`config.mk`:
```
export PLATFORM = sky130hd
export DESIGN_NAME = rbe_encoder
export DESIGN_NICKNAME = d
export VERILOG_FILES = /design/src/verilog/rbe_fifo.v /design/src/verilog/rbe_encoder.v
export VERILOG_INCLUDE_DIRS = /design/src /design/src/verilog
export SDC_FILE = /design/constraint.sdc
export NUM_CORES = 1
export LEC_CHECK = 0
export BUFFER_PORTS_ARGS = -buffer_cell sky130_fd_sc_hd__clkbuf_2
export CORE_ASPECT_RATIO = 0.75
export CORE_MARGIN = 2
export CORE_UTILIZATION = 60
export CTS_BUF_LIST = sky130_fd_sc_hd__clkbuf_4
export DETAILED_ROUTE_END_ITERATION = 7
export PLACE_DENSITY = 0.76
export SLEW_MARGIN = 25
export SYNTH_ARGS = -nofsm -noshare
export SYNTH_HDL_FRONTEND = slang
export SYNTH_SLANG_ARGS = --single-unit
```
`constraint.sdc`:
```
create_clock -name clk_i -period 11.7 [get_ports clk_i]
set_input_delay 3.51 -clock clk_i [delete_from_list [all_inputs] [get_ports clk_i]]
set_output_delay 3.51 -clock clk_i [all_outputs]
set_load 0.05 [all_outputs]
```
`src/verilog/rbe_map.vh`:
```
`ifndef RBE_MAP_VH
`define RBE_MAP_VH
// clock and bit rates
`define RBE_CLK_HZ 40000000
`define RBE_BAUD_0 2400
`define RBE_BAUD_1 9600
`define RBE_BAUD_2 19200
`define RBE_BAUD_3 28800
// packet layout, lsb first
`define RBE_ADDR_W 24
`define RBE_DATA_W 8
`define RBE_PKT_W 34
`define RBE_START_POS 0
`define RBE_ADDR_POS 1
`define RBE_DATA_POS 25
`define RBE_STOP_POS 33
// reset value of the stored identity
`define RBE_ADDR_RST 24'h5A3C96
// lfsr taps for the address generator
`define RBE_LFSR_TAPS 24'hE10000
`endif

```
`src/verilog/rbe_fifo.v`:
```
`timescale 1ns/1ps
`default_nettype none
module rbe_fifo #(
  parameter WIDTH = 34,
  parameter DEPTH = 8,
  parameter AW = 3
) (
  input wire clk_i,
  input wire sys_rst_i,
  input wire in_valid_i,
  output wire in_ready_o,
  input wire [WIDTH-1:0] in_data_i,
  output wire out_valid_o,
  input wire out_ready_i,
  output wire [WIDTH-1:0] out_data_o
);
  reg [WIDTH-1:0] mem [0:DEPTH-1];
  reg [AW-1:0] wr_q;
  reg [AW-1:0] rd_q;
  reg [AW:0] cnt_q;
  wire push;
  wire pop;
  assign in_ready_o = (cnt_q != DEPTH[AW:0]);
  assign out_valid_o = (cnt_q != {(AW+1){1'b0}});
  assign out_data_o = mem[rd_q];
  assign push = in_valid_i & in_ready_o;
  assign pop = out_valid_o & out_ready_i;
  always @(posedge clk_i)
  begin
    if (push)
      mem[wr_q] <= in_data_i;
    if (sys_rst_i)
    begin
      wr_q <= {AW{1'b0}};
      rd_q <= {AW{1'b0}};
      cnt_q <= {(AW+1){1'b0}};
    end
    else
    begin
      if (push)
        wr_q <= (wr_q == DEPTH[AW-1:0] - 1'b1) ? {AW{1'b0}} : wr_q + 1'b1;
      if (pop)
        rd_q <= (rd_q == DEPTH[AW-1:0] - 1'b1) ? {AW{1'b0}} : rd_q + 1'b1;
      if (push & ~pop)
        cnt_q <= cnt_q + 1'b1;
      else if (pop & ~push)
        cnt_q <= cnt_q - 1'b1;
    end
  end
endmodule // rbe_fifo
`default_nettype wire

```
`src/verilog/rbe_encoder.v`:
```
`timescale 1ns/1ps
`include "rbe_map.vh"
`default_nettype none
module rbe_encoder #(
  parameter FIFO_DEPTH = 8,
  parameter FIFO_AW = 3
) (
  input wire clk_i,
  input wire sys_rst_i,
  input wire [`RBE_DATA_W-1:0] button_inputs_i,
  input wire send_request_i,
  input wire new_id_request_i,
  input wire baud_select_low_i,
  input wire baud_select_high_i,
  output reg serial_tx_line_o,
  output reg transmitter_power_ctl_o,
  output reg address_mode_lamp_o
);
  localparam integer DIV0_I = `RBE_CLK_HZ / `RBE_BAUD_0;
  localparam integer DIV1_I = `RBE_CLK_HZ / `RBE_BAUD_1;
  localparam integer DIV2_I = `RBE_CLK_HZ / `RBE_BAUD_2;
  localparam integer DIV3_I = `RBE_CLK_HZ / `RBE_BAUD_3;
  localparam integer PKT_LAST_I = `RBE_PKT_W - 1;
  localparam [15:0] DIV0 = DIV0_I[15:0];
  localparam [15:0] DIV1 = DIV1_I[15:0];
  localparam [15:0] DIV2 = DIV2_I[15:0];
  localparam [15:0] DIV3 = DIV3_I[15:0];
  localparam [1:0] ST_BOOT = 2'h0;
  localparam [1:0] ST_SLEEP = 2'h1;
  localparam [1:0] ST_SEND = 2'h2;
  localparam [1:0] ST_DRAIN = 2'h3;
  localparam [5:0] PKT_LAST = PKT_LAST_I[5:0];

  //////////////////////////////////////////////////////////////////////////
  // input synchronisers, every button and control pin passes two flops
  reg [`RBE_DATA_W-1:0] btn_m_q;
  reg [`RBE_DATA_W-1:0] btn_s_q;
  reg [3:0] ctl_m_q;
  reg [3:0] ctl_s_q;
  reg send_d1_q;
  reg newid_d1_q;
  wire send_s;
  wire newid_s;
  always @(posedge clk_i)
  begin
    btn_m_q <= button_inputs_i;
    btn_s_q <= btn_m_q;
    ctl_m_q <= {baud_select_high_i, baud_select_low_i, new_id_request_i,
                send_request_i};
    ctl_s_q <= ctl_m_q;
  end
  assign send_s = ctl_s_q[0];
  assign newid_s = ctl_s_q[1];

  //////////////////////////////////////////////////////////////////////////
  // rate latch and bit enable
  function [15:0] rbe_div;
    input [1:0] sel;
    begin
      case (sel)
        2'h0: rbe_div = DIV0;
        2'h1: rbe_div = DIV1;
        2'h2: rbe_div = DIV2;
        default: rbe_div = DIV3;
      endcase
    end
  endfunction

  reg [1:0] state_q;
  reg [1:0] boot_q;
  reg [15:0] div_q;
  reg [15:0] bcnt_q;
  reg bit_en_q;
  always @(posedge clk_i)
  begin
    if (sys_rst_i)
    begin
      boot_q <= 2'h0;
      div_q <= 16'h0000;
      bcnt_q <= 16'h0000;
      bit_en_q <= 1'b0;
    end
    else
    begin
      // wait for synchroniser to fill, then latch once
      if (boot_q != 2'h3)
        boot_q <= boot_q + 2'h1;
      if (boot_q == 2'h2)
        div_q <= rbe_div(ctl_s_q[3:2]);
      bit_en_q <= 1'b0;
      if (state_q == ST_BOOT || bcnt_q == 16'h0000)
        bcnt_q <= div_q - 16'h0001;
      else
        bcnt_q <= bcnt_q - 16'h0001;
      if (state_q != ST_BOOT && bcnt_q == 16'h0000)
        bit_en_q <= 1'b1;
    end
  end

  //////////////////////////////////////////////////////////////////////////
  // address creation
  reg [`RBE_ADDR_W-1:0] lfsr_q;
  reg [`RBE_ADDR_W-1:0] addr_q;
  always @(posedge clk_i)
  begin
    newid_d1_q <= newid_s;
    if (sys_rst_i)
    begin
      lfsr_q <= `RBE_ADDR_RST;
      addr_q <= `RBE_ADDR_RST;
      address_mode_lamp_o <= 1'b0;
      newid_d1_q <= 1'b0;
    end
    else
    begin
      // free running so the seed depends on press timing
      lfsr_q <= {lfsr_q[`RBE_ADDR_W-2:0],
                 ^(lfsr_q & `RBE_LFSR_TAPS)};
      address_mode_lamp_o <= newid_s;
      if (newid_d1_q & ~newid_s)
        addr_q <= lfsr_q;
    end
  end

  //////////////////////////////////////////////////////////////////////////
  // packet build into fifo, send state machine
  wire fifo_in_ready;
  wire fifo_out_valid;
  wire [`RBE_PKT_W-1:0] fifo_out_data;
  reg build_q;
  reg pop_q;
  reg [`RBE_PKT_W-1:0] pkt_q;
  reg busy_q;
  reg [5:0] bit_q;
  wire [`RBE_PKT_W-1:0] pkt_new;
  assign pkt_new = {1'b1, btn_s_q, addr_q, 1'b0};

  rbe_fifo #(
    .WIDTH(`RBE_PKT_W),
    .DEPTH(FIFO_DEPTH),
    .AW(FIFO_AW)
  ) u_fifo (
    .clk_i(clk_i),
    .sys_rst_i(sys_rst_i),
    .in_valid_i(build_q),
    .in_ready_o(fifo_in_ready),
    .in_data_i(pkt_new),
    .out_valid_o(fifo_out_valid),
    .out_ready_i(pop_q),
    .out_data_o(fifo_out_data)
  );

  always @(posedge clk_i)
  begin
    send_d1_q <= send_s;
    if (sys_rst_i)
    begin
      state_q <= ST_BOOT;
      build_q <= 1'b0;
      pop_q <= 1'b0;
      busy_q <= 1'b0;
      bit_q <= 6'h00;
      pkt_q <= {`RBE_PKT_W{1'b1}};
      serial_tx_line_o <= 1'b1;
      transmitter_power_ctl_o <= 1'b0;
      send_d1_q <= 1'b0;
    end
    else
    begin
      pop_q <= 1'b0;
      // one packet queued per frame while send holds; fifo stalls builds
      build_q <= 1'b0;
      if (send_s && state_q == ST_SEND && !busy_q && !build_q &&
          !fifo_out_valid && fifo_in_ready)
        build_q <= 1'b1;
      if (bit_en_q)
      begin
        if (busy_q)
        begin
          serial_tx_line_o <= pkt_q[bit_q];
          if (bit_q == PKT_LAST)
            busy_q <= 1'b0;
          else
            bit_q <= bit_q + 6'h01;
        end
        else
        begin
          serial_tx_line_o <= 1'b1;
          if (fifo_out_valid)
          begin
            pkt_q <= fifo_out_data;
            pop_q <= 1'b1;
            busy_q <= 1'b1;
            bit_q <= 6'h00;
          end
        end
      end
      case (state_q)
        ST_BOOT:
          if (boot_q == 2'h3)
            state_q <= send_s ? ST_SEND : ST_SLEEP;
        ST_SLEEP:
        begin
          transmitter_power_ctl_o <= 1'b0;
          if (send_s & ~send_d1_q || send_s)
            state_q <= ST_SEND;
        end
        ST_SEND:
        begin
          transmitter_power_ctl_o <= 1'b1;
          if (!send_s)
            state_q <= ST_DRAIN;
        end
        ST_DRAIN:
          // finish the frame on the line before powering down
          if (!busy_q && !fifo_out_valid && !build_q && !pop_q)
          begin
            transmitter_power_ctl_o <= 1'b0;
            state_q <= ST_SLEEP;
          end
          else if (send_s)
            state_q <= ST_SEND;
        default:
          state_q <= ST_BOOT;
      endcase
    end
  end
endmodule // rbe_encoder
`default_nettype wire

```
* Yosys cells after proc, flatten, opt, wreduce, memory -nomap -nowiden
Memories as Yosys holds them, arrays and structs flattened. A register that Yosys moved wholly into a read port is not among the register bits. Cells that the tools add are included.
Word-level totals: memories 1, word-level logic and storage cells 120, register bits after elaboration 166, memory bits (writable) 256
Memory list:
- u_fifo.mem | depth 8, bits a word 32, rd ports 1, clocked after memory_dff 1, write ports 1, RTL line rbe_fifo.v:17 | reg [WIDTH-1:0] mem [0:DEPTH-1];
Cells by class: reductions and logical operators 29, $lt $le $gt $ge 1, equal/unequal tests 18, add/sub/neg operators 8, mux-type cells 28, bitwise operators 12
Operators with widths (count):
- case mux 15 bit (3 select lines) | 1
- subtractor 16 x 1 -> 16 bit, second input constant | 2
- XOR reduction 24 bit | 1
- 2-to-1 mux 6 bit | 3
- logical NOT 16 bit | 1
- 2-to-1 mux 16 bit | 1
- 2-to-1 mux 2 bit | 6
- == test 2 bit, second input constant | 5
- 2-to-1 mux 1 bit | 10
- != test 2 bit, second input constant | 5
- logical AND 1 bit | 9
- 2-to-1 mux 4 bit | 2
- case mux 2 bit (4 select lines) | 1
- less-than comparator 6 x 7 -> 1 bit, second input constant | 1
- adder 3 x 1 -> 3 bit, second input constant | 2
- adder 6 x 1 -> 6 bit, second input constant | 1
- AND 1 bit | 6
- binary-select mux 1 bit (select 6 bit) | 1
- == test 3 bit, second input constant | 2
- == test 6 bit, second input constant | 1
- 2-to-1 mux 3 bit | 2
- NOT 1 bit | 6
- AND reduction 3 bit | 2
- nonzero test 2 bit | 3
- 16 further kinds | 22

* Depth between registers and ports, before layout
depth in word-level cells 7, depth in mapped cells 13, mapped depth without buffers 12

* By module
A second synthesis with hierarchy kept.
Second synthesis, totals: cells, all modules 1030, area total of the unflattened synthesis 16676.0 um^2
By module, submodules not included:
- rbe_fifo | seq. area each 8428.1 um^2, cells each 469, area each 10979.3 um^2, times used 1
- rbe_encoder | seq. area each 2942.8 um^2, cells each 561, area each 5696.7 um^2, times used 1

* Worst setup path after synthesis
OpenSTA, ideal clock, no wires.
kind in2reg, start point input port sys_rst_i, end point register bcnt_q[4], setup time 0.145 ns, arrival time 4.307 ns, path buffers 3, path slack 7.248 ns, stages 4, cell sequence clkbuf_1 -> clkbuf_1 -> clkbuf_1 -> a211oi_1
RTL lines:
- from (decl) | RTL line rbe_encoder.v:9 | input wire sys_rst_i,
- to (signal assigned) | RTL line rbe_encoder.v:92 | bcnt_q <= div_q - 16'h0001;
- to (signal assigned) | RTL line rbe_encoder.v:94 | bcnt_q <= bcnt_q - 16'h0001;
- to (decl) | RTL line rbe_encoder.v:72 | reg [15:0] bcnt_q;
No word-level cell between the ends.

* Worst setup path after layout
start point register serial_tx_line_o, end point output port serial_tx_line_o
RTL lines:
- from (decl) | RTL line rbe_encoder.v:15 | output reg serial_tx_line_o,
- from (signal assigned) | RTL line rbe_encoder.v:180 | serial_tx_line_o <= pkt_q[bit_q];
No word-level cell between the ends.

==> results.toml <==
[run_status]
status = "complete, no violations"

[synth]
synthFlopType = "edfxtp_1"
async_flop_share_pct = 0
yosys.area.top_type = "edfxtp_1"
synth_edf_count = 256
synth_mux_area_share_pct = 13.5
synth-compound-area-share_pct = 5.10
postSynthCellCount = 1014
yosys.area.top_type_share_pct = 48.9
synth-seq-cells = 412
ys_types = 55
postSynthNetCount = 1050
synthSimpleGateAreaFrac_pct = 7.95
synth_area_um2 = 15700
synthAdderAreaFrac_pct = 1.80
synth-seq-area-share_pct = 68.8
synth_top_family_by_area = "multiplexers"
synth-xor-area-share_pct = 1.11
yosysWarningCount = 0
synth_area_leaders = "edfxtp_1 (49%), dfxtp_1 (20%), mux4_2 (11%)"
syn_avg_cell_area_um2 = 15.5

[layout]
mostFrequentLayoutCells = "edfxtp_1 (256), dfxtp_1 (153), clkbuf_4 (148)"
syn_to_final_growth_pct = 11.3
drive_gt1_share_pct = 24.9
fillers = 1806
fin_nets = 1121
final_common_cell = "edfxtp_1"
regArea_um2 = 10800
multi_input_comb_area_um2 = 4680

[sta]
period_share_pct = 41.8
slew_headroom_pct = 36.5
report.final.slew_viol_count = 0
final.setup.tns_ns = 0
worst_pin_slew_ns = 0.949
finalCriticalPeriod_ns = 4.89
final.setup_skew_ns = 0.0419
max_freq_ghz = 0.204
setup_violations = 0
hold_viol = 0
setup_slack_ns = 6.81
rsz0062_at_grt = "no"

[route]
drc_errors = 0
drt_first_pass_iters = 5
vias = 8764
wirelength_mm = 30.1
drt_iter0_markers = 720
drt-vias-per-instance = 5.81
ant_nets = 0
routedWlPerCell_um = 19.9

[pwr]
p_sw_w = 0.000831
powerDensity_nw_per_um2 = 184
swShare_pct = 25.8
ir_drop_mv = 0.118
p_int_w = 0.00240
pwr-share-comb_pct = 12.4
leakage_nw = 5.88
clkPwrFrac_pct = 36.6
p_seq_share_pct = 51.0

[clocking]
clock-root-buffer = "clkbuf_4"
hold_buffers = 0
cts_resized = 0
cts_tree = "built"
cts_setup_buffers = 0
cts_buffer_depth = 3
clock_sink_count = 412
clk_pin_slew_ns = 0.06
cts_made_buffers = 93
insertion_delay_ns = 0.73
h-tree-depth = 3

[die]
fp.dieH_um = 144
num_rows = 51
start_util_pct = 60.8
coreArea_um2 = 25800
io_pins = 17
dieArea_um2 = 27500
chipWidth_um = 191

[worst_setup_path]
critPathMaxFanout = 2
crit_required_ns = 8.19
start_kind = "flip-flop"
critical_path.top_delay_family = "flip-flops"
crit_arrival_ns = 1.38
crit_chain = "clkbuf_2"
crit_type = "flip-flop to output pin"
crit_slowest_cell = "dfxtp_1"
critPathBufInv = 1
worstSetupEndpointType = "output pin"
slowest_delay_ns = 0.38

[run]
maxCapViolations = 0

[global_route]
grt_start_max_net_pins = 72
grt_pass1_vias = 8570
grt_pass1_wl_mm = 46.9
grt_antenna_before_repair = 1
grtUsageTotal_pct = 22.8
grt-ovfl-total = 0

[place]
hpwl_mm = 16.9
globalplace.congestion = 0.855
pre_cts_ws_ns = 6.50
port_buffers = 16

[hold_path]
worst_hold_path_type = "flip-flop to flip-flop"
-- cell families after synthesis --
kind of cell | after synthesis
flops | 412
compound gates | 115
buf+inv | 70
fa+ha+maj | 22
mux | 119
simple gates | 256
xor+xnor | 20
-- synth_stat cells, types with 5 or more instances --
cell type and instances:
ha_1 21, clkbuf_1 38, buf_1 11, nand3b_1 13, dfxtp_1 156, a21oi_1 33
xnor2_1 10, nor2b_1 18, nor3_1 23, o21ai_0 7, mux2i_1 43, xor2_1 10
nand2b_1 5, nor2_1 81, nand2_1 71, nor4_1 9, a211oi_1 8, a31oi_1 5
edfxtp_1 256, buf_2 7, inv_1 12, mux4_2 74, or2_2 12, a211o_1 32
-- area by class of cell --
cell class	count	share of cell area (%)
tap	344	2.46
clock inverter	26	1.06
sequential	412	61.8
antenna	1	0.0143
timing repair buffer	33	1.24
inverter	13	0.279
multi-input combinational	532	26.8
clock buffer	148	6.35
-- registers in the layout, summed over array words and instances, names as in the netlist, 2 cells and up --
register and cells:
u_fifo.cnt_q 4, bcnt_q 16, addr_q 24, ctl_m_q 4, u_fifo.rd_q 3, state_q 2, boot_q 2, div_q 8
pkt_q 33, lfsr_q 24, ctl_s_q 4, u_fifo.mem 256, bit_q 6, u_fifo.wr_q 3, btn_m_q 8, btn_s_q 8
-- metal layers --
metal  wire length (um)  GRT usage, %
met5                  0             0
met4                357          7.67
met2              13400          33.6
met3               1980          4.68
met1              14400          34.2
-- through the flow --
stage | instances | power [W] | area, um^2 | utilization [%] | hold slack (ns)
global placement | 1333 | 0.00206 | 16200 | 62.6 | 0.310
detailed placement | 1334 | 0.00207 | 16200 | 62.6 | 0.313
finish | 1509 | 0.00323 | 17500 | 67.7 | 0.327
floorplan | 1014 | 0.00198 | 15700 | - | 0.310
CTS | 1508 | 0.00324 | 17500 | 67.7 | 0.328
global route | 1509 | 0.00337 | 17500 | 67.7 | 0.331
-- power by group through the flow --
| stage | clock network [W] | logic [W] | registers (W) |
|---|---|---|---|
| 2_1_floorplan | 0 | 0.000315 | 0.00166 |
| 3_3_place_gp | 0 | 0.000383 | 0.00168 |
| 3_5_place_dp | 0 | 0.000391 | 0.00168 |
| 4_1_cts | 0.00120 | 0.000393 | 0.00164 |
| 5_1_grt | 0.00128 | 0.000442 | 0.00165 |
| 6_report | 0.00118 | 0.000400 | 0.00165 |
-- path summary, 6_finish.rpt --
kind / slack [ns] / start / end / cells after the start
max: 6.81 / serial_tx_line_o / serial_tx_line_o / 1
min: 0.33 / ctl_m_q[2] / ctl_s_q[2] / 0
max reg2reg: 8.45 / state_q[1] / bcnt_q[10] / 11
min reg2reg: 0.33 / ctl_m_q[2] / ctl_s_q[2] / 0
(Power assumes the default switching activity.)
